File: src/logic/sscs_pkg.sv
// sscs_pkg: constants, types and parameter map of the speed command selector.
// assumes one 250 MHz clock; parameter port addresses are 12-bit word addresses.
package sscs_pkg;
  // parameter port addresses
  localparam logic [11:0] ADDR_KPP = 12'h200;
  localparam logic [11:0] ADDR_PFG = 12'h202;
  localparam logic [11:0] ADDR_KVP = 12'h204;
  localparam logic [11:0] ADDR_TUNE = 12'h206;
  localparam logic [11:0] ADDR_SPD_ONE = 12'h110;
  localparam logic [11:0] ADDR_SPD_TWO = 12'h112;
  localparam logic [11:0] ADDR_SPD_THREE = 12'h114;
  localparam logic [11:0] ADDR_MODE = 12'h116;
  localparam logic [11:0] ADDR_STATUS = 12'h118;
  // reset values and limits
  localparam logic [15:0] KPP_RESET = 16'h0023;
  localparam logic [15:0] KPP_MAX = 16'h07FF;
  localparam logic [15:0] PFG_RESET = 16'h0032;
  localparam logic [15:0] PFG_MAX = 16'h0064;
  localparam logic [15:0] KVP_RESET = 16'h00C8;
  localparam logic signed [31:0] SPD_MAX = 32'sh0000C350;
  localparam logic signed [31:0] SPD_MIN = -32'sh0000C350;
  localparam logic [3:0] BW_MIN = 4'h1;
  localparam logic [3:0] BW_MAX = 4'hA;
  localparam logic [3:0] BW_RESET = 4'h5;
  localparam logic [15:0] KVP_STEP = 16'h0028;
  // tune register fields
  localparam int TUNE_AUTO_BIT = 0;
  localparam int TUNE_BW_LSB = 4;
  // control period
  localparam int CLK_PERIOD_NS = 4;
  localparam int CTRL_PERIOD_NS = 1000;
  localparam int CTRL_CYCLES = CTRL_PERIOD_NS / CLK_PERIOD_NS;

  typedef enum logic [1:0] {
    MODE_S,
    MODE_SZ,
    MODE_T,
    MODE_TZ
  } sscs_mode_type;

  typedef struct packed {
    logic [15:0] position_proportional_gain;
    logic [15:0] position_feedforward_gain;
    logic [15:0] velocity_proportional_gain;
  } sscs_gain_type;
endpackage

File: src/logic/sscs_top.sv
// sscs_top: speed reference selection, torque-mode speed limit, loop gain settings.
// assumes a parameter port on the same clock and an analog reference already in 0.1 r/min.
`timescale 1ns/1ps
`default_nettype none
// Functional notes
// - select contacts read 0 when off, 1 when on
// - code 00 in a zero-default mode gives a reference of exactly zero
// - code 00 in analog mode passes the analog reference through
// - codes 01, 10, 11 pick internal speed one, two, three
// - internal reference is taken only when a select input changes
// - internal speeds are signed, within plus/minus 50000, 0.1 r/min per count
// - torque modes route the reference to the speed limit instead
// - manual tuning uses only the gains written by the user
// - auto tuning derives gains from inertia and one of ten bandwidth levels
// - position gain is 16-bit, 0 to 2047, reset 35
// - feed-forward gain is 16-bit percent, 0 to 100, reset 50
module sscs_top
  import sscs_pkg::*;
(
  input wire logic clk_i,
  input wire logic nrst_i,
  input wire logic speed_select_low_i,
  input wire logic speed_select_high_i,
  input wire logic signed [16:0] analog_ref_i,
  input wire logic [7:0] inertia_i,
  input wire logic param_wr_i,
  input wire logic param_rd_i,
  input wire logic [11:0] param_addr_i,
  input wire logic [31:0] param_wdata_i,
  output logic [31:0] param_rdata_o,
  output logic param_rvalid_o,
  output logic signed [16:0] speed_target_o,
  output logic signed [16:0] speed_limit_o,
  output logic limit_active_o,
  output sscs_gain_type gains_o,
  output logic auto_tune_o,
  output logic [3:0] bandwidth_o,
  output logic period_tick_o
);
  logic [1:0] code;
  logic sel_change;
  logic [7:0] cnt_r;
  logic tick;
  logic [15:0] kpp_r;
  logic [15:0] pfg_r;
  logic [15:0] kvp_r;
  logic auto_r;
  logic [3:0] bw_r;
  sscs_mode_type mode_r;
  logic signed [16:0] spd_r [3];
  logic signed [16:0] int_ref_r;
  logic signed [16:0] sel_ref_r;
  logic signed [16:0] target_r;
  logic signed [16:0] limit_r;
  logic limit_act_r;
  sscs_gain_type gains_r;
  logic [31:0] rdata_r;
  logic rvalid_r;

  function automatic logic spd_ok(input logic [31:0] v);
    return ($signed(v) >= SPD_MIN) && ($signed(v) <= SPD_MAX);
  endfunction

  sscs_din_sync u_sync (
    .clk_i(clk_i),
    .nrst_i(nrst_i),
    .din_i({speed_select_high_i, speed_select_low_i}),
    .level_o(code),
    .change_o(sel_change)
  );

  // control period divider
  assign tick = (cnt_r == 8'(CTRL_CYCLES - 1));
  always_ff @(posedge clk_i or negedge nrst_i) begin
    if (!nrst_i) begin
      cnt_r <= 8'h00;
    end else begin
      cnt_r <= tick ? 8'h00 : cnt_r + 8'h01;
    end
  end

  // parameter decode; out-of-range writes are dropped, old value kept
  wire wr_kpp = param_wr_i && (param_addr_i == ADDR_KPP) && (param_wdata_i <= 32'(KPP_MAX));
  wire wr_pfg = param_wr_i && (param_addr_i == ADDR_PFG) && (param_wdata_i <= 32'(PFG_MAX));
  wire wr_kvp = param_wr_i && (param_addr_i == ADDR_KVP) && (param_wdata_i[31:16] == 16'h0000);
  wire [3:0] wr_bw = param_wdata_i[TUNE_BW_LSB +: 4];
  wire wr_tune = param_wr_i && (param_addr_i == ADDR_TUNE) && (wr_bw >= BW_MIN)
    && (wr_bw <= BW_MAX);
  wire wr_mode = param_wr_i && (param_addr_i == ADDR_MODE);
  wire [2:0] wr_spd;
  assign wr_spd[0] = param_wr_i && (param_addr_i == ADDR_SPD_ONE) && spd_ok(param_wdata_i);
  assign wr_spd[1] = param_wr_i && (param_addr_i == ADDR_SPD_TWO) && spd_ok(param_wdata_i);
  assign wr_spd[2] = param_wr_i && (param_addr_i == ADDR_SPD_THREE) && spd_ok(param_wdata_i);

  always_ff @(posedge clk_i or negedge nrst_i) begin
    if (!nrst_i) begin
      kpp_r <= KPP_RESET;
      pfg_r <= PFG_RESET;
      kvp_r <= KVP_RESET;
      auto_r <= 1'b0;
      bw_r <= BW_RESET;
      mode_r <= MODE_S;
    end else begin
      if (wr_kpp) kpp_r <= param_wdata_i[15:0];
      if (wr_pfg) pfg_r <= param_wdata_i[15:0];
      if (wr_kvp) kvp_r <= param_wdata_i[15:0];
      if (wr_tune) begin
        auto_r <= param_wdata_i[TUNE_AUTO_BIT];
        bw_r <= wr_bw;
      end
      if (wr_mode) mode_r <= sscs_mode_type'(param_wdata_i[1:0]);
    end
  end

  genvar g;
  generate
    for (g = 0; g < 3; g++) begin : g_spd
      always_ff @(posedge clk_i or negedge nrst_i) begin
        if (!nrst_i) begin
          spd_r[g] <= 17'sh00000;
        end else if (wr_spd[g]) begin
          spd_r[g] <= param_wdata_i[16:0];
        end
      end
    end
  endgenerate

  wire zero_mode = (mode_r == MODE_SZ) || (mode_r == MODE_TZ);
  wire torque_mode = (mode_r == MODE_T) || (mode_r == MODE_TZ);
  wire signed [16:0] int_pick = spd_r[code - 2'd1];
  wire signed [16:0] ref_nxt = (code != 2'b00) ? int_ref_r :
    (zero_mode ? 17'sh00000 : analog_ref_i);

  // auto gains scale with level and inertia; kpp kept at a quarter of kvp
  wire [19:0] bw_prod = {16'h0000, bw_r} * {4'h0, KVP_STEP};
  wire [27:0] scaled = {8'h00, bw_prod} * {20'h00000, inertia_i};
  wire [15:0] kvp_auto = (|scaled[27:22]) ? 16'hFFFF : scaled[21:6];
  // position loop held at a quarter of the speed loop
  wire [15:0] kpp_auto = {2'b00, kvp_auto[15:2]};
  wire [15:0] kpp_auto_lim = (kpp_auto > KPP_MAX) ? KPP_MAX : kpp_auto;
  wire sscs_gain_type gains_nxt = auto_r
    ? sscs_gain_type'{position_proportional_gain: kpp_auto_lim, position_feedforward_gain: pfg_r, velocity_proportional_gain: kvp_auto}
    : sscs_gain_type'{position_proportional_gain: kpp_r, position_feedforward_gain: pfg_r, velocity_proportional_gain: kvp_r};

  always_ff @(posedge clk_i or negedge nrst_i) begin
    if (!nrst_i) begin
      int_ref_r <= 17'sh00000;
      sel_ref_r <= 17'sh00000;
      target_r <= 17'sh00000;
      limit_r <= 17'sh00000;
      limit_act_r <= 1'b0;
      gains_r <= '{position_proportional_gain: KPP_RESET, position_feedforward_gain: PFG_RESET, velocity_proportional_gain: KVP_RESET};
    end else begin
      // taken only on a select change
      if (sel_change && (code != 2'b00)) int_ref_r <= int_pick;
      if (tick) begin
        sel_ref_r <= ref_nxt;
        target_r <= torque_mode ? 17'sh00000 : ref_nxt;
        limit_r <= torque_mode ? ref_nxt : 17'sh00000;
        limit_act_r <= torque_mode;
        gains_r <= gains_nxt;
      end
    end
  end

  // read path, one cycle latency, unmapped reads zero
  wire [31:0] rd_mux =
    (param_addr_i == ADDR_KPP) ? {16'h0000, kpp_r} :
    (param_addr_i == ADDR_PFG) ? {16'h0000, pfg_r} :
    (param_addr_i == ADDR_KVP) ? {16'h0000, kvp_r} :
    (param_addr_i == ADDR_TUNE) ? {24'h000000, bw_r, 3'b000, auto_r} :
    (param_addr_i == ADDR_MODE) ? {30'h00000000, mode_r} :
    (param_addr_i == ADDR_SPD_ONE) ? 32'(spd_r[0]) :
    (param_addr_i == ADDR_SPD_TWO) ? 32'(spd_r[1]) :
    (param_addr_i == ADDR_SPD_THREE) ? 32'(spd_r[2]) :
    (param_addr_i == ADDR_STATUS) ? {13'h0000, code, sel_ref_r} : 32'h00000000;

  always_ff @(posedge clk_i or negedge nrst_i) begin
    if (!nrst_i) begin
      rdata_r <= 32'h00000000;
      rvalid_r <= 1'b0;
    end else begin
      rvalid_r <= param_rd_i;
      if (param_rd_i) rdata_r <= rd_mux;
    end
  end

  assign param_rdata_o = rdata_r;
  assign param_rvalid_o = rvalid_r;
  assign speed_target_o = target_r;
  assign speed_limit_o = limit_r;
  assign limit_active_o = limit_act_r;
  assign gains_o = gains_r;
  assign auto_tune_o = auto_r;
  assign bandwidth_o = bw_r;
  assign period_tick_o = tick;
endmodule
`default_nettype wire

File: src/logic/sscs_din_sync.sv
// sscs_din_sync: three-stage synchroniser with agreement filter for select inputs.
// assumes asynchronous contact inputs, high meaning contact on.
`timescale 1ns/1ps
`default_nettype none
module sscs_din_sync (
  input wire logic clk_i,
  input wire logic nrst_i,
  input wire logic [1:0] din_i,
  output logic [1:0] level_o,
  output logic change_o
);
  logic [1:0] upd;

  genvar g;
  generate
    for (g = 0; g < 2; g++) begin : g_bit
      logic s1_r;
      logic s2_r;
      logic s3_r;
      logic lvl_r;
      always_ff @(posedge clk_i or negedge nrst_i) begin
        if (!nrst_i) begin
          s1_r <= 1'b0;
          s2_r <= 1'b0;
          s3_r <= 1'b0;
          lvl_r <= 1'b0;
        end else begin
          s1_r <= din_i[g];
          s2_r <= s1_r;
          s3_r <= s2_r;
          if (s2_r == s3_r) begin
            lvl_r <= s3_r;
          end
        end
      end
      assign upd[g] = (s2_r == s3_r) && (s3_r != lvl_r);
      assign level_o[g] = lvl_r;
    end
  endgenerate

  // pulse lines up with the new level
  always_ff @(posedge clk_i or negedge nrst_i) begin
    if (!nrst_i) begin
      change_o <= 1'b0;
    end else begin
      change_o <= |upd;
    end
  end
endmodule
`default_nettype wire

File: config.mk
export PLATFORM = sky130hd
export DESIGN_NAME = sscs_top
export DESIGN_NICKNAME = d
export VERILOG_FILES = /design/src/logic/sscs_pkg.sv /design/src/logic/sscs_top.sv /design/src/logic/sscs_din_sync.sv
export SDC_FILE = /design/constraint.sdc
export NUM_CORES = 1
export LEC_CHECK = 0
export ABC_AREA = 1
export ABC_CLOCK_PERIOD_IN_PS = 10600
export BUFFER_PORTS_ARGS = -buffer_cell sky130_fd_sc_hd__buf_4
export CAP_MARGIN = 10
export CORE_UTILIZATION = 45
export DETAILED_ROUTE_END_ITERATION = 10
export PLACE_DENSITY = 0.63
export SYNTH_ARGS = -nofsm -noshare
export SYNTH_HDL_FRONTEND = slang
export SYNTH_HIERARCHICAL = 1
export SYNTH_SLANG_ARGS = --single-unit
File: constraint.sdc
create_clock -name clk_i -period 10.6 [get_ports clk_i]
set_input_delay 0.53 -clock clk_i [delete_from_list [all_inputs] [get_ports clk_i]]
set_output_delay 0.53 -clock clk_i [all_outputs]
set_load 0.005 [all_outputs]
Word level (Yosys, flattened, before mapping)
Index checks and enable logic that the tools add are counted.
{"block": "word_totals", "register_bits": 273, "inputBits": 75, "output_inout_bits": 122, "elab_cells": 105}
{"block": "classes", "addsub": 2, "mul": 2, "order_cmp": 8, "eq_ne": 17, "mux": 20, "n_bitwise": 1, "reduce_logical": 26}
{"cell": "32-bit two-way mux", "n": 8}
{"cell": "17-bit two-way mux", "n": 6}
{"cell": "12-bit by 9-bit == test with 1-bit output, second input constant", "n": 5}
{"cell": "12-bit by 10-bit == test with 1-bit output, second input constant", "n": 4}
{"cell": "48-bit two-way mux", "n": 1}
{"cell": "17-bit binary-select mux with 2-bit select", "n": 1}
{"cell": "32-bit by 17-bit >= comparator with 1-bit output, second input constant", "n": 1}
{"cell": "32-bit by 11-bit <= comparator with 1-bit output, second input constant", "n": 1}
{"cell": "32-bit by 17-bit <= comparator with 1-bit output, second input constant", "n": 1}
{"cell": "32-bit by 7-bit <= comparator with 1-bit output, second input constant", "n": 1}
{"cell": "1-bit logical AND", "n": 20}
{"cell": "19-bit two-way mux", "n": 1}
{"cell": "16-bit zero test", "n": 1}
{"cell": "16-bit two-way mux", "n": 1}
{"cell": "7-bit by 8-bit multiplier with 15-bit output", "n": 1}
{"cell": "14-bit by 11-bit > comparator with 1-bit output, second input constant", "n": 1}
{"cell": "14-bit two-way mux", "n": 1}
{"cell": "8-bit by 1-bit adder with 8-bit output, second input constant", "n": 1}
{"cell": "8-bit == test, second input constant", "n": 1}
{"cell": "8-bit two-way mux", "n": 1}
{"cell": "4-bit by 3-bit multiplier with 7-bit output, second input constant", "n": 1}
{"cell": "6-bit OR reduction, first input constant", "n": 1}
{"cell": "2-bit == test, second input constant", "n": 2}
{"cell": "4-bit by 1-bit >= comparator with 1-bit output, second input constant", "n": 1}
{"cell": "other kinds (10)", "n": 13}

Longest topological paths before layout
Gate-level depths: netlist of the first run.
{"block": "logic_depth", "depth_word": 10, "depth_mapped": 24, "ltp_nobuf": 24}

Hierarchy
The synthesis of the first run kept the hierarchy.
{"mod": "sscs_top", "instances": 1, "cells_each": 1762, "area_per_inst_um2": 14028.5, "seq_area_each_um2": 6331.1}
{"mod": "sscs_din_sync", "instances": 1, "cells_each": 32, "area_per_inst_um2": 325.3, "seq_area_each_um2": 225.2}

Worst setup path before layout of the first run
Ideal clock, no wire load.
{"block": "synth_path", "path_kind": "flip-flop to flip-flop", "from": "register bw_r[3], in the netlist bandwidth_o[3]", "to": "register gains_r, in the netlist gains_o[10]", "setup_ns": 0.077, "arrival_time_ns": 5.166, "path_slack_ns": 5.357, "path_stages_with_launch": 25, "n_path_buf": 0, "period_less_slack_ns": 5.243, "path_cell_list": "dfrtp_1 > ha_1 > ha_1 > fa_1 > or2_2 > nand2_1 > inv_1 > nand2_1 > fa_1 > fa_1 > inv_1 > fa_1 > inv_1 > fa_1 > inv_1 > ha_1 > a21oi_1 > nor2_1 > nor2_1 > inv_1 > a21oi_1 > nand2_1 > nand2_1 > nand3_1 > a21oi_1"}
{"block": "synth_between", "elab_chain_cells": 4}
{"item": "start: declaration", "line": "sscs_top.sv:48", "text": "logic [3:0] bw_r;"}
{"item": "start signal: assignment", "line": "sscs_top.sv:109", "text": "bw_r <= wr_bw;"}
{"item": "4-bit by 3-bit multiplier with 7-bit output", "line": "sscs_top.sv:135", "text": "wire [19:0] bw_prod = {16'h0000, bw_r} * {4'h0, KVP_STEP};"}
{"item": "7-bit by 8-bit multiplier with 15-bit output", "line": "sscs_top.sv:136", "text": "wire [27:0] scaled = {8'h00, bw_prod} * {20'h00000, inertia_i};"}
{"item": "16-bit two-way mux", "line": "sscs_top.sv:137", "text": "wire [15:0] kvp_auto = (|scaled[27:22]) ? 16'hFFFF : scaled[21:6];"}
{"item": "48-bit two-way mux", "line": "sscs_top.sv:142", "text": "? sscs_gain_type'{position_proportional_gain: kpp_auto_lim, position_feedforward_gain: pfg_r, velocity_proport ..."}
{"item": "end signal: assignment", "line": "sscs_top.sv:152", "text": "gains_r <= '{position_proportional_gain: KPP_RESET, position_feedforward_gain: PFG_RESET, velocity_proportiona ..."}
{"item": "end signal: assignment", "line": "sscs_top.sv:161", "text": "gains_r <= gains_nxt;"}
{"item": "end: declaration", "line": "sscs_top.sv:56", "text": "sscs_gain_type gains_r;"}
Every way passes these cells.
A chain may end at the register's enable or synchronous reset.

Final worst setup path of the first run
{"block": "layout_path", "from": "register bw_r[1], in the netlist bandwidth_o[1]", "to": "register gains_r, in the netlist gains_o[10]"}
Same word-level chain as after synthesis.

==> results of run 1 <==
area by class of cell:
type                            instances  area [sq um]
Clock buffer                           41           811
Clock inverter                         13           180
Multi-Input combinational cell       1200          6400
Tap cell                              402           503
Inverter                              238           893
Timing Repair Buffer                  205          1570
Sequential cell                       261          6560
Fill cell                            3023         14600
registers in the layout, indices dropped and copies added, names as in the netlist, 4 cells and up:
name / cells
pfg_r: 16
cnt_r: 8
speed_target_o: 17
sel_ref_r: 17
gains_o: 48
speed_limit_o: 17
spd_r: 51
kvp_r: 16
int_ref_r: 17
bandwidth_o: 4
param_rdata_o: 20
kpp_r: 16
layout by cell type, fill, tap and decap left out, types with 29 or more instances in the layout:
cell type / synthesis / layout
ha_1: 38 / 38
nand2_1: 467 / 466
dfrtp_1: 241 / 241
buf_4: 15 / 203
nand4_1: 37 / 37
o21ai_0: 125 / 125
fa_1: 30 / 30
nor2_1: 134 / 133
o21ai_1: 61 / 61
clkbuf_16: 0 / 29
a21oi_1: 109 / 109
nand3_1: 67 / 67
inv_1: 223 / 223
worst paths after layout:
kind / startpoint / end / cells past startpoint
max: bandwidth_o[1]$_DFFE_PN0P_ / gains_o[10]$_DFFE_PN0P_ / 24
min reg2reg: u_sync/g_bit[0].s1_r$_DFF_PN0_ / u_sync/g_bit[0].s2_r$_DFF_PN0_ / 0
max in group asynchronous: nrst_i / u_sync/g_bit[0].lvl_r$_DFFE_PN0N_ / 2
min: nrst_i / speed_limit_o[9]$_DFFE_PN0P_ / 1
max reg2reg: bandwidth_o[1]$_DFFE_PN0P_ / gains_o[10]$_DFFE_PN0P_ / 24
min in group clk_i: speed_select_low_i / u_sync/g_bit[0].s1_r$_DFF_PN0_ / 1
critical path, delay by kind of cell (launching register included):
family,cells,cell delay (ns)
adders and majority gates,8,3.31
and+or+nand+nor,8,0.97
DFF,1,0.58
AOI/OAI and AO/OA,3,0.56
buffers and inverters,5,0.29
layer usage:
layer  vias up  global-route usage (%)
li1       6058                       -
met1      6025                    42.8
met2       548                    37.5
met3        61                    4.67
met4         0                    6.22
met5         -                       0
power breakdown:
part	switching, mW	total [mW]	leakage [nW]	internal, mW
sequential	0.0250	1.05	3.02	1.02
combinational	0.131	0.196	4.99	0.0653
clock	0.418	1.05	0.491	0.631
per-stage QoR:
stage / total power [mW] / setup slack, ns / utilization (%) / hold WS, ns / cells
floorplan: 1.15 / 5.36 / - / 0.234 / 1794
global placement: 1.26 / 4.94 / 50.5 / 0.332 / 2305
detailed placement: 1.26 / 4.81 / 50.5 / 0.336 / 2305
CTS: 2.31 / 4.81 / 53.7 / 0.0762 / 2359
global route: 2.37 / 4.40 / 53.7 / 0.0793 / 2360
finish: 2.29 / 4.81 / 53.7 / 0.0490 / 2360
kinds of logic (layout without fill, tap and decap cells):
family / after synthesis / in the layout / share of synthesized area (%)
flops: 261 / 261 / 45.7
fa+ha+maj: 68 / 68 / 7.50
simple gates: 765 / 765 / 23.1
xor+xnor: 3 / 3 / 0.183
buf+inv: 333 / 497 / 9.78
compound gates: 363 / 363 / 13.7
mux: 1 / 1 / 0.0697
==> results.md, run 1 <==
* CTS tree: done
* Total gr overflow at 0
* Layout cells sized above 1 at 16.3%
* Minimum clock period at 5.79 ns
* Worst Skew at 0.0302 ns
* Resized Gates After CTS at 0
* Uppermost layer routed: met4
* Initial Util at 45.6%
* Clock Latency Late Sink at 0.56 ns
* Post-synthesis cell type count at 46
* Arrival @ worst endpoint at 6.26 ns
* Worst slew margin at 21.3%
* Via Count at 12692
* Postcts setup bufs at 0
* RSZ-0062 raised after global routing: no
* CP Cell Sequence: ha_1, ha_1, fa_1, or2_2, nand2_1, inv_1, nand2_1, fa_1, fa_1, inv_1, fa_1, inv_1, fa_1, inv_1, ha_1, a21oi_1, nor2_1, nor2_1, inv_1, a21oi_1, nand2_1, nand2_1, nand3_1, a21oi_1
* First-pass GRT wire length at 68600 um
* Max VDD drop at 109 uV
* Max cap viols at 0
* Syn Nets at 1937
* CP max FO at 11
* Critical Path End Type: flip-flop
* Finish-stage setup viols at 0
* Run status: finished clean
* CTS sink count at 261
* Buffers on Ports at 196
* Biggest area consumer among synthesized cells: dfrtp_1
* WL met1 at 21500 um
* Number of nets with antenna violations after routing at 0
* Pin count of the biggest net entering global routing at 126
* Cells after Synth at 1794
* Period utilization at 54.6%
* Pwr per Cell Area at 136 nW/um^2
* EDFF count, synth at 0
* Total Routing Usage GR at 26.9%
* Synth top area cells: dfrtp_1 42%, nand2_1 12%, inv_1 5.8%, o21ai_0 4.4%, fa_1 4.2%
* Area grow syn2layout at 17.8%
* Fmax at 173 MHz
* WL/cell at 18.6 um
* Fin area at 16900 sq um
* Least-Margin Pin Slew at 1.18 ns
* Cell Area, Synth at 14400 sq um
* Most used DFF post-synth: dfrtp_1
* Register area share after synthesis at 45.7%
* Clk buf depth at 3
* Setup tns final at 0 ns
* Top cell type's share of synthesized area at 42.0%
* DP Wirelength at 31900 um
* Max-slew violation count at 0
* IO Pins at 197
* Hold Fails Final Rpt at 0
* Top post-synthesis cells by count: 467 x nand2_1, 241 x dfrtp_1, 223 x inv_1
* Most frequent cell after synthesis: nand2_1
* Antenna Cells at 0
* Mapped Avg Cell Area at 8.00 sq um
* Core area at 31500 sq um
* Final #Nets at 2078
* # rows at 65
* First-pass DRT Iterations at 5
* Hold buffers post-CTS at 0
* Met3 wire len at 3710 um
* DRT iter0 DRCs at 1088
* H-tree depth at 1
* Crit path largest cell delay at 0.58 ns
* CP max-delay cell: dfrtp_1
* DRC violations left at 0
* Total die area at 32600 sq um
* CTS Buf Count at 29
* Vias in the first global route at 11915
* Vias per cell at 5.38
* Worst Setup Start Kind: flip-flop
* WP data required at 11.07 ns
* Post-place instance area at 15900 sq um
* Ys Warns at 6
* FFs w/ async S/R, synth at 100%
* Critical path class: reg -> reg
* Routed met2 length at 17700 um
* Initial antenna violation count at 0
* Reg clk slew, reported paths at 0.06 ns
* Lkg Pwr at 8.50 nW
* Root Driver: clkbuf_16
* Post-detailed-routing wire length at 43800 um
* GPL Wtd Cong at 0.964
* Worst hold path type: in -> async
* Die height at 181 um
* R2R Setup Slk at 4.81 ns
* FF+latch count, synth at 261
* Die Span X at 181 um
Power figures use the tool's default switching activity.
==> inputs of run 2 (changes only) <==
--- a/config.mk
+++ b/config.mk
@@ -6,7 +6,7 @@
 export NUM_CORES = 1
 export LEC_CHECK = 0
 export ABC_AREA = 1
-export ABC_CLOCK_PERIOD_IN_PS = 10600
+export ABC_CLOCK_PERIOD_IN_PS = 5700
 export BUFFER_PORTS_ARGS = -buffer_cell sky130_fd_sc_hd__buf_4
 export CAP_MARGIN = 10
 export CORE_UTILIZATION = 45
==> constraint.sdc (replaced) <==
create_clock -name clk_i -period 5.7 [get_ports clk_i]
set_input_delay 0.285 -clock clk_i [delete_from_list [all_inputs] [get_ports clk_i]]
set_output_delay 0.285 -clock clk_i [all_outputs]
set_load 0.005 [all_outputs]
==> results.md, run 2 (synthesized netlist as in run 1, its figures left out) <==
* DRC violations left at 0
* RSZ-0062 raised after global routing: no
* Largest register by flop count: spd_r
* CTS sink count at 261
* Run status: finished clean
* Root Driver: clkbuf_16
* IO Pins at 197
* Via Count at 12784
* Clk buf depth at 3
* Least-Margin Pin Slew at 1.10 ns
* Buffers on Ports at 196
* Final #Nets at 2088
* Total gr overflow at 0
* Period utilization at 95.7%
* Worst path top cell family by delay: adder cells
* WL/cell at 18.7 um
* Initial Util at 45.6%
* Buf/Inv on CP at 4
* Worst Setup Start Kind: flip-flop
* Layout cells sized above 1 at 16.5%
* Core area at 31500 sq um
* Number of nets with antenna violations after routing at 0
* Worst slew margin at 26.7%
* First-pass GRT wire length at 69900 um
* Worst Skew at 0.0176 ns
* Fmax at 183 MHz
* Max VDD drop at 203 uV
* Critical Path End Type: flip-flop
* Vias per cell at 5.40
* First-pass DRT Iterations at 5
* Minimum clock period at 5.46 ns
* Arrival @ worst endpoint at 5.92 ns
* DP Wirelength at 32100 um
* Initial antenna violation count at 0
* CTS tree: done
* Die Span X at 181 um
* Pin count of the biggest net entering global routing at 158
* Finish-stage setup viols at 0
* Setup tns final at 0 ns
* Max FFs per register at 51
* CP max FO at 7
* Total Routing Usage GR at 27.4%
* Fillers at 2975
* CP dominant cell by count: fa_1
* Most frequent cells in the layout: 465 x nand2_1, 240 x dfrtp_1, 223 x inv_1
* GPL Wtd Cong at 0.923
* Max-slew violation count at 0
* Lkg Pwr at 8.50 nW
* CP max-delay cell: fa_1
* H-tree depth at 1
* Tot Pwr at 4.18 mW
* Multi-input logic area at 6430 sq um
* # rows at 65
* Die height at 181 um
* Antenna Cells at 0
* Max cap viols at 0
* Total die area at 32600 sq um
* Area grow syn2layout at 18.4%
* CTS Buf Count at 28
* Reg clk slew, reported paths at 0.06 ns
* Sequential Area at 6560 sq um
* Vias in the first global route at 12113
* Clock Latency Late Sink at 0.55 ns
* WP data required at 6.17 ns
* Most common cell after layout, fill and taps aside: nand2_1
* Post-detailed-routing wire length at 44300 um
* CP Cell Sequence: ha_1, ha_1, fa_1, or2_2, nand2_4, nor2_1, fa_1, inv_1, fa_1, inv_1, fa_1, inv_1, fa_1, inv_1, ha_2, nand2_1, a21oi_1, nor2_1, a21oi_1, nor2_1, xor2_1, nand2_1, a21oi_1
* Hold Fails Final Rpt at 0
* Crit path largest cell delay at 0.52 ns
* DRT iter0 DRCs at 1247
* Pwr per Cell Area at 246 nW/um^2
* Critical path class: reg -> reg
* Worst hold path type: in -> reg
-- run 2: changes by cell type in the layout (fill, tap and decap cells not counted), moves of 2 or more --
cell           previous run  this run
o21ai_1                  61        63
a21oi_1                 109       107
clkinv_2                  7         2
buf_4                   203       205
clkbuf_8                  4         6
o21ai_0                 125       123
dlygate4sd3_1             0         8
a21oi_2                   2         4
bufinv_16                 4         2
ha_1                     38        36
clkinvlp_4                0         2
-- run 2: worst paths after layout --
kind | depth (start not counted) | startpoint | slack, ns | end
max | 23 | bandwidth_o[3]$_DFFE_PN0P_ | 0.24 | gains_o[9]$_DFFE_PN0P_
min | 3 | param_wdata_i[5] | 0.01 | pfg_r[5]$_DFFE_PN1P_
max reg2reg | 23 | bandwidth_o[3]$_DFFE_PN0P_ | 0.24 | gains_o[9]$_DFFE_PN0P_
min in group asynchronous | 2 | nrst_i | 0.38 | speed_limit_o[11]$_DFFE_PN0P_
max in group asynchronous | 3 | nrst_i | 3.84 | bandwidth_o[3]$_DFFE_PN0P_
min reg2reg | 0 | u_sync/g_bit[1].s1_r$_DFF_PN0_ | 0.36 | u_sync/g_bit[1].s2_r$_DFF_PN0_
-- run 2: repair_timing --
item                                    4_1_cts  5_1_grt
hold buffers                                  8        0
buffers inserted                              0        1
endpoints found under the setup margin        0       16
endpoints found under the hold margin       110        0
resized for setup                             0       10
-- run 2: where the power goes --
| part | total [mW] | switching, mW | internal [mW] |
|---|---|---|---|
| Sequential | 1.95 | 0.0479 | 1.91 |
| Clock | 1.86 | 0.762 | 1.10 |
| Combinational | 0.365 | 0.244 | 0.121 |
| Total | 4.18 | 1.05 | 3.13 |
-- run 2: cell type report --
cell class	instances	area share [%]
clock inverter	7	0.552
tap	402	2.96
inverter	238	5.26
timing repair buffer	216	9.80
sequential	261	38.6
multi-input combinational	1200	37.9
clock buffer	44	4.96
-- run 2: through the flow --
stage / setup slack, ns / hold WS [ns] / cell area [sq um] / utilization (%) / cells
2_1_floorplan: 0.457 / -0.0106 / 14400 / - / 1794
5_1_grt: 0.0264 / 0.0126 / 17000 / 54.0 / 2368
4_1_cts: 0.0241 / 0.00295 / 16900 / 53.8 / 2366
3_3_place_gp: 0.221 / 0.332 / 15900 / 50.6 / 2307
3_5_place_dp: 0.0451 / 0.346 / 15900 / 50.6 / 2307
6_report: 0.243 / 0.0103 / 17000 / 54.0 / 2368
-- run 2: routing by layer --
metal	track usage (%)	wire [um]	vias up
li1	-	-	6049
met2	40.2	18600	535
met4	5.91	910	0
met1	42.9	21400	6142
met3	3.56	3400	58
met5	0	0	-
-- run 2: worst min-delay path, stage by stage --
cell	delay [ns]
buf_4	0.12
o21ai_1	0.07
inv_1	0.05
==> inputs of run 3 (changes only) <==
--- a/config.mk
+++ b/config.mk
@@ -9,9 +9,11 @@
 export ABC_CLOCK_PERIOD_IN_PS = 5700
 export BUFFER_PORTS_ARGS = -buffer_cell sky130_fd_sc_hd__buf_4
 export CAP_MARGIN = 10
-export CORE_UTILIZATION = 45
+export CELL_PAD_IN_SITES_DETAIL_PLACEMENT = 0
+export CELL_PAD_IN_SITES_GLOBAL_PLACEMENT = 1
+export CORE_UTILIZATION = 43
 export DETAILED_ROUTE_END_ITERATION = 10
-export PLACE_DENSITY = 0.63
+export PLACE_DENSITY = 0.78
 export SYNTH_ARGS = -nofsm -noshare
 export SYNTH_HDL_FRONTEND = slang
 export SYNTH_HIERARCHICAL = 1
==> results.md, run 3 (synthesized netlist as in run 1, its figures left out) <==
* Largest register by flop count: spd_r
* WP data required at 6.18 ns
* Clock share of power at 46.2%
* DRC violations left at 0
* Finish-stage setup viols at 0
* Total gr overflow at 0
* Most frequent cells in the layout: 466 x nand2_1, 240 x dfrtp_1, 223 x inv_1
* Initial Util at 43.9%
* Switching Power at 1.07 mW
* Worst slew margin at 23.1%
* Seq pwr share at 45.1%
* Vias per cell at 5.22
* Hold Fails Final Rpt at 0
* Initial antenna violation count at 0
* Fillers at 3209
* Final worst slack at 0.290 ns
* Antenna Cells at 0
* Max cap viols at 0
* Post-detailed-routing wire length at 44700 um
* Lkg Pwr at 8.54 nW
* CTS sink count at 261
* Sw Ratio at 24.8%
* Pre-CTS setup slack at 0.193 ns
* CP Cell Sequence: ha_1, ha_1, fa_1, or2_2, nand2_1, nor2_1, fa_1, inv_1, fa_1, inv_1, fa_1, inv_1, fa_1, inv_1, ha_2, nand2_1, a21oi_1, nor2_1, a21oi_1, nor2_1, xor2_1, nand2_1, a21oi_1
* Max VDD drop at 238 uV
* First-pass GRT wire length at 69900 um
* Fmax at 185 MHz
* DRT iter0 DRCs at 1162
* Via Count at 12587
* Pwr per Cell Area at 252 nW/um^2
* Period utilization at 94.9%
* # rows at 66
* Critical Path End Type: flip-flop
* Internal at 3.25 mW
* H-tree depth at 1
* Layout cells sized above 1 at 16.9%
* Postcts setup bufs at 0
* Worst Setup Start Kind: flip-flop
* CP dominant cell by count: fa_1
* First-pass DRT Iterations at 5
* Arrival @ worst endpoint at 5.89 ns
* GPL Wtd Cong at 0.897
* RSZ-0062 raised after global routing: no
* DP Wirelength at 32100 um
* IO Pins at 197
* Comb pwr share at 8.6%
* Multi-input logic area at 6440 sq um
* Final #Nets at 2088
* Buffers on Ports at 196
* Minimum clock period at 5.41 ns
* Pin count of the biggest net entering global routing at 143
* Clk buf depth at 3
* Critical path class: reg -> reg
* Core area at 32700 sq um
* Least-Margin Pin Slew at 1.15 ns
* CTS tree: done
* Crit path largest cell delay at 0.53 ns
* Max-slew violation count at 0
* Setup tns final at 0 ns
* Area grow syn2layout at 19.3%
* Total die area at 34100 sq um
* Vias in the first global route at 11929
* Clock Latency Late Sink at 0.55 ns
* Root Driver: clkbuf_16
* WL/cell at 18.5 um
* CTS Buf Count at 29
* Die Span X at 185 um
* Worst hold path type: in -> reg
* Die height at 185 um
* Max FFs per register at 51
* Most common cell after layout, fill and taps aside: nand2_1
* Sequential Area at 6560 sq um
* CP max FO at 6
* CP max-delay cell: fa_1
* Total Routing Usage GR at 26.9%
* Worst Skew at 0.00969 ns
* Reg clk slew, reported paths at 0.06 ns
* Run status: finished clean
* Number of nets with antenna violations after routing at 0
## run 3: final cells by class
class                           instances  area share, %
Clock buffer                           44           5.04
Clock inverter                         10          0.914
Inverter                              238           5.22
Multi-Input combinational cell       1200           37.6
Sequential cell                       261           38.3
Tap cell                              442           3.23
Timing Repair Buffer                  215           9.68
## run 3: worst max-delay path, delay by kind of cell, from the launching register on
kind            cells  cell delay [ns]
buf+inv             4             0.21
flops               1             0.43
xor+xnor            1             0.15
compound gates      3             0.46
simple gates        7             0.78
fa+ha+maj           8             3.33
## run 3: metal layers
metal	GRT usage, %	up-vias	wire, um
li1	-	6063	-
met1	42.2	5966	21800
met2	38.1	506	18300
met3	4.68	52	3860
met4	6.02	0	765
met5	0	-	0
## run 3: path summary, 6_finish.rpt
path                       cells after the start  slack, ns                        endpoint                      startpoint
setup / recovery                              23       0.29         gains_o[39]$_DFFE_PN0P_      bandwidth_o[3]$_DFFE_PN0P_
hold / removal                                 3       0.01            pfg_r[4]$_DFFE_PN1P_                param_wdata_i[4]
setup reg to reg                              23       0.29         gains_o[39]$_DFFE_PN0P_      bandwidth_o[3]$_DFFE_PN0P_
max in group asynchronous                      3       3.90      bandwidth_o[3]$_DFFE_PN0P_                          nrst_i
hold reg to reg                                0       0.36  u_sync/g_bit[0].s2_r$_DFF_PN0_  u_sync/g_bit[0].s1_r$_DFF_PN0_
min in group asynchronous                      2       0.37    speed_limit_o[8]$_DFFE_PN0P_                          nrst_i
## run 3: power by group through the flow
stage               Sequential, mW  Clock, mW  Combinational [mW]
global placement              1.98          0               0.366
global route                  1.95       2.12               0.414
CTS                           1.95       2.03               0.372
detailed placement            1.98          0               0.367
floorplan                     1.96          0               0.187
finish                        1.95       2.00               0.373
## run 3: repair_timing
item / 4_1_cts / 5_1_grt
endpoints found under the setup margin: 0 / 12
resized for setup: 0 / 12
hold endpoints to repair: 116 / 0
hold buffers: 8 / 0
## run 3: through the flow
step | power [mW] | hold WS, ns | area [sq um] | utilization, % | cells
floorplan | 2.15 | -0.0106 | 14400 | - | 1794
global placement | 2.34 | 0.334 | 16000 | 48.8 | 2347
detailed placement | 2.35 | 0.343 | 16000 | 48.8 | 2347
CTS | 4.35 | 0.00748 | 17100 | 52.2 | 2409
global route | 4.49 | 0.0293 | 17100 | 52.3 | 2410
finish | 4.32 | 0.0142 | 17100 | 52.3 | 2410
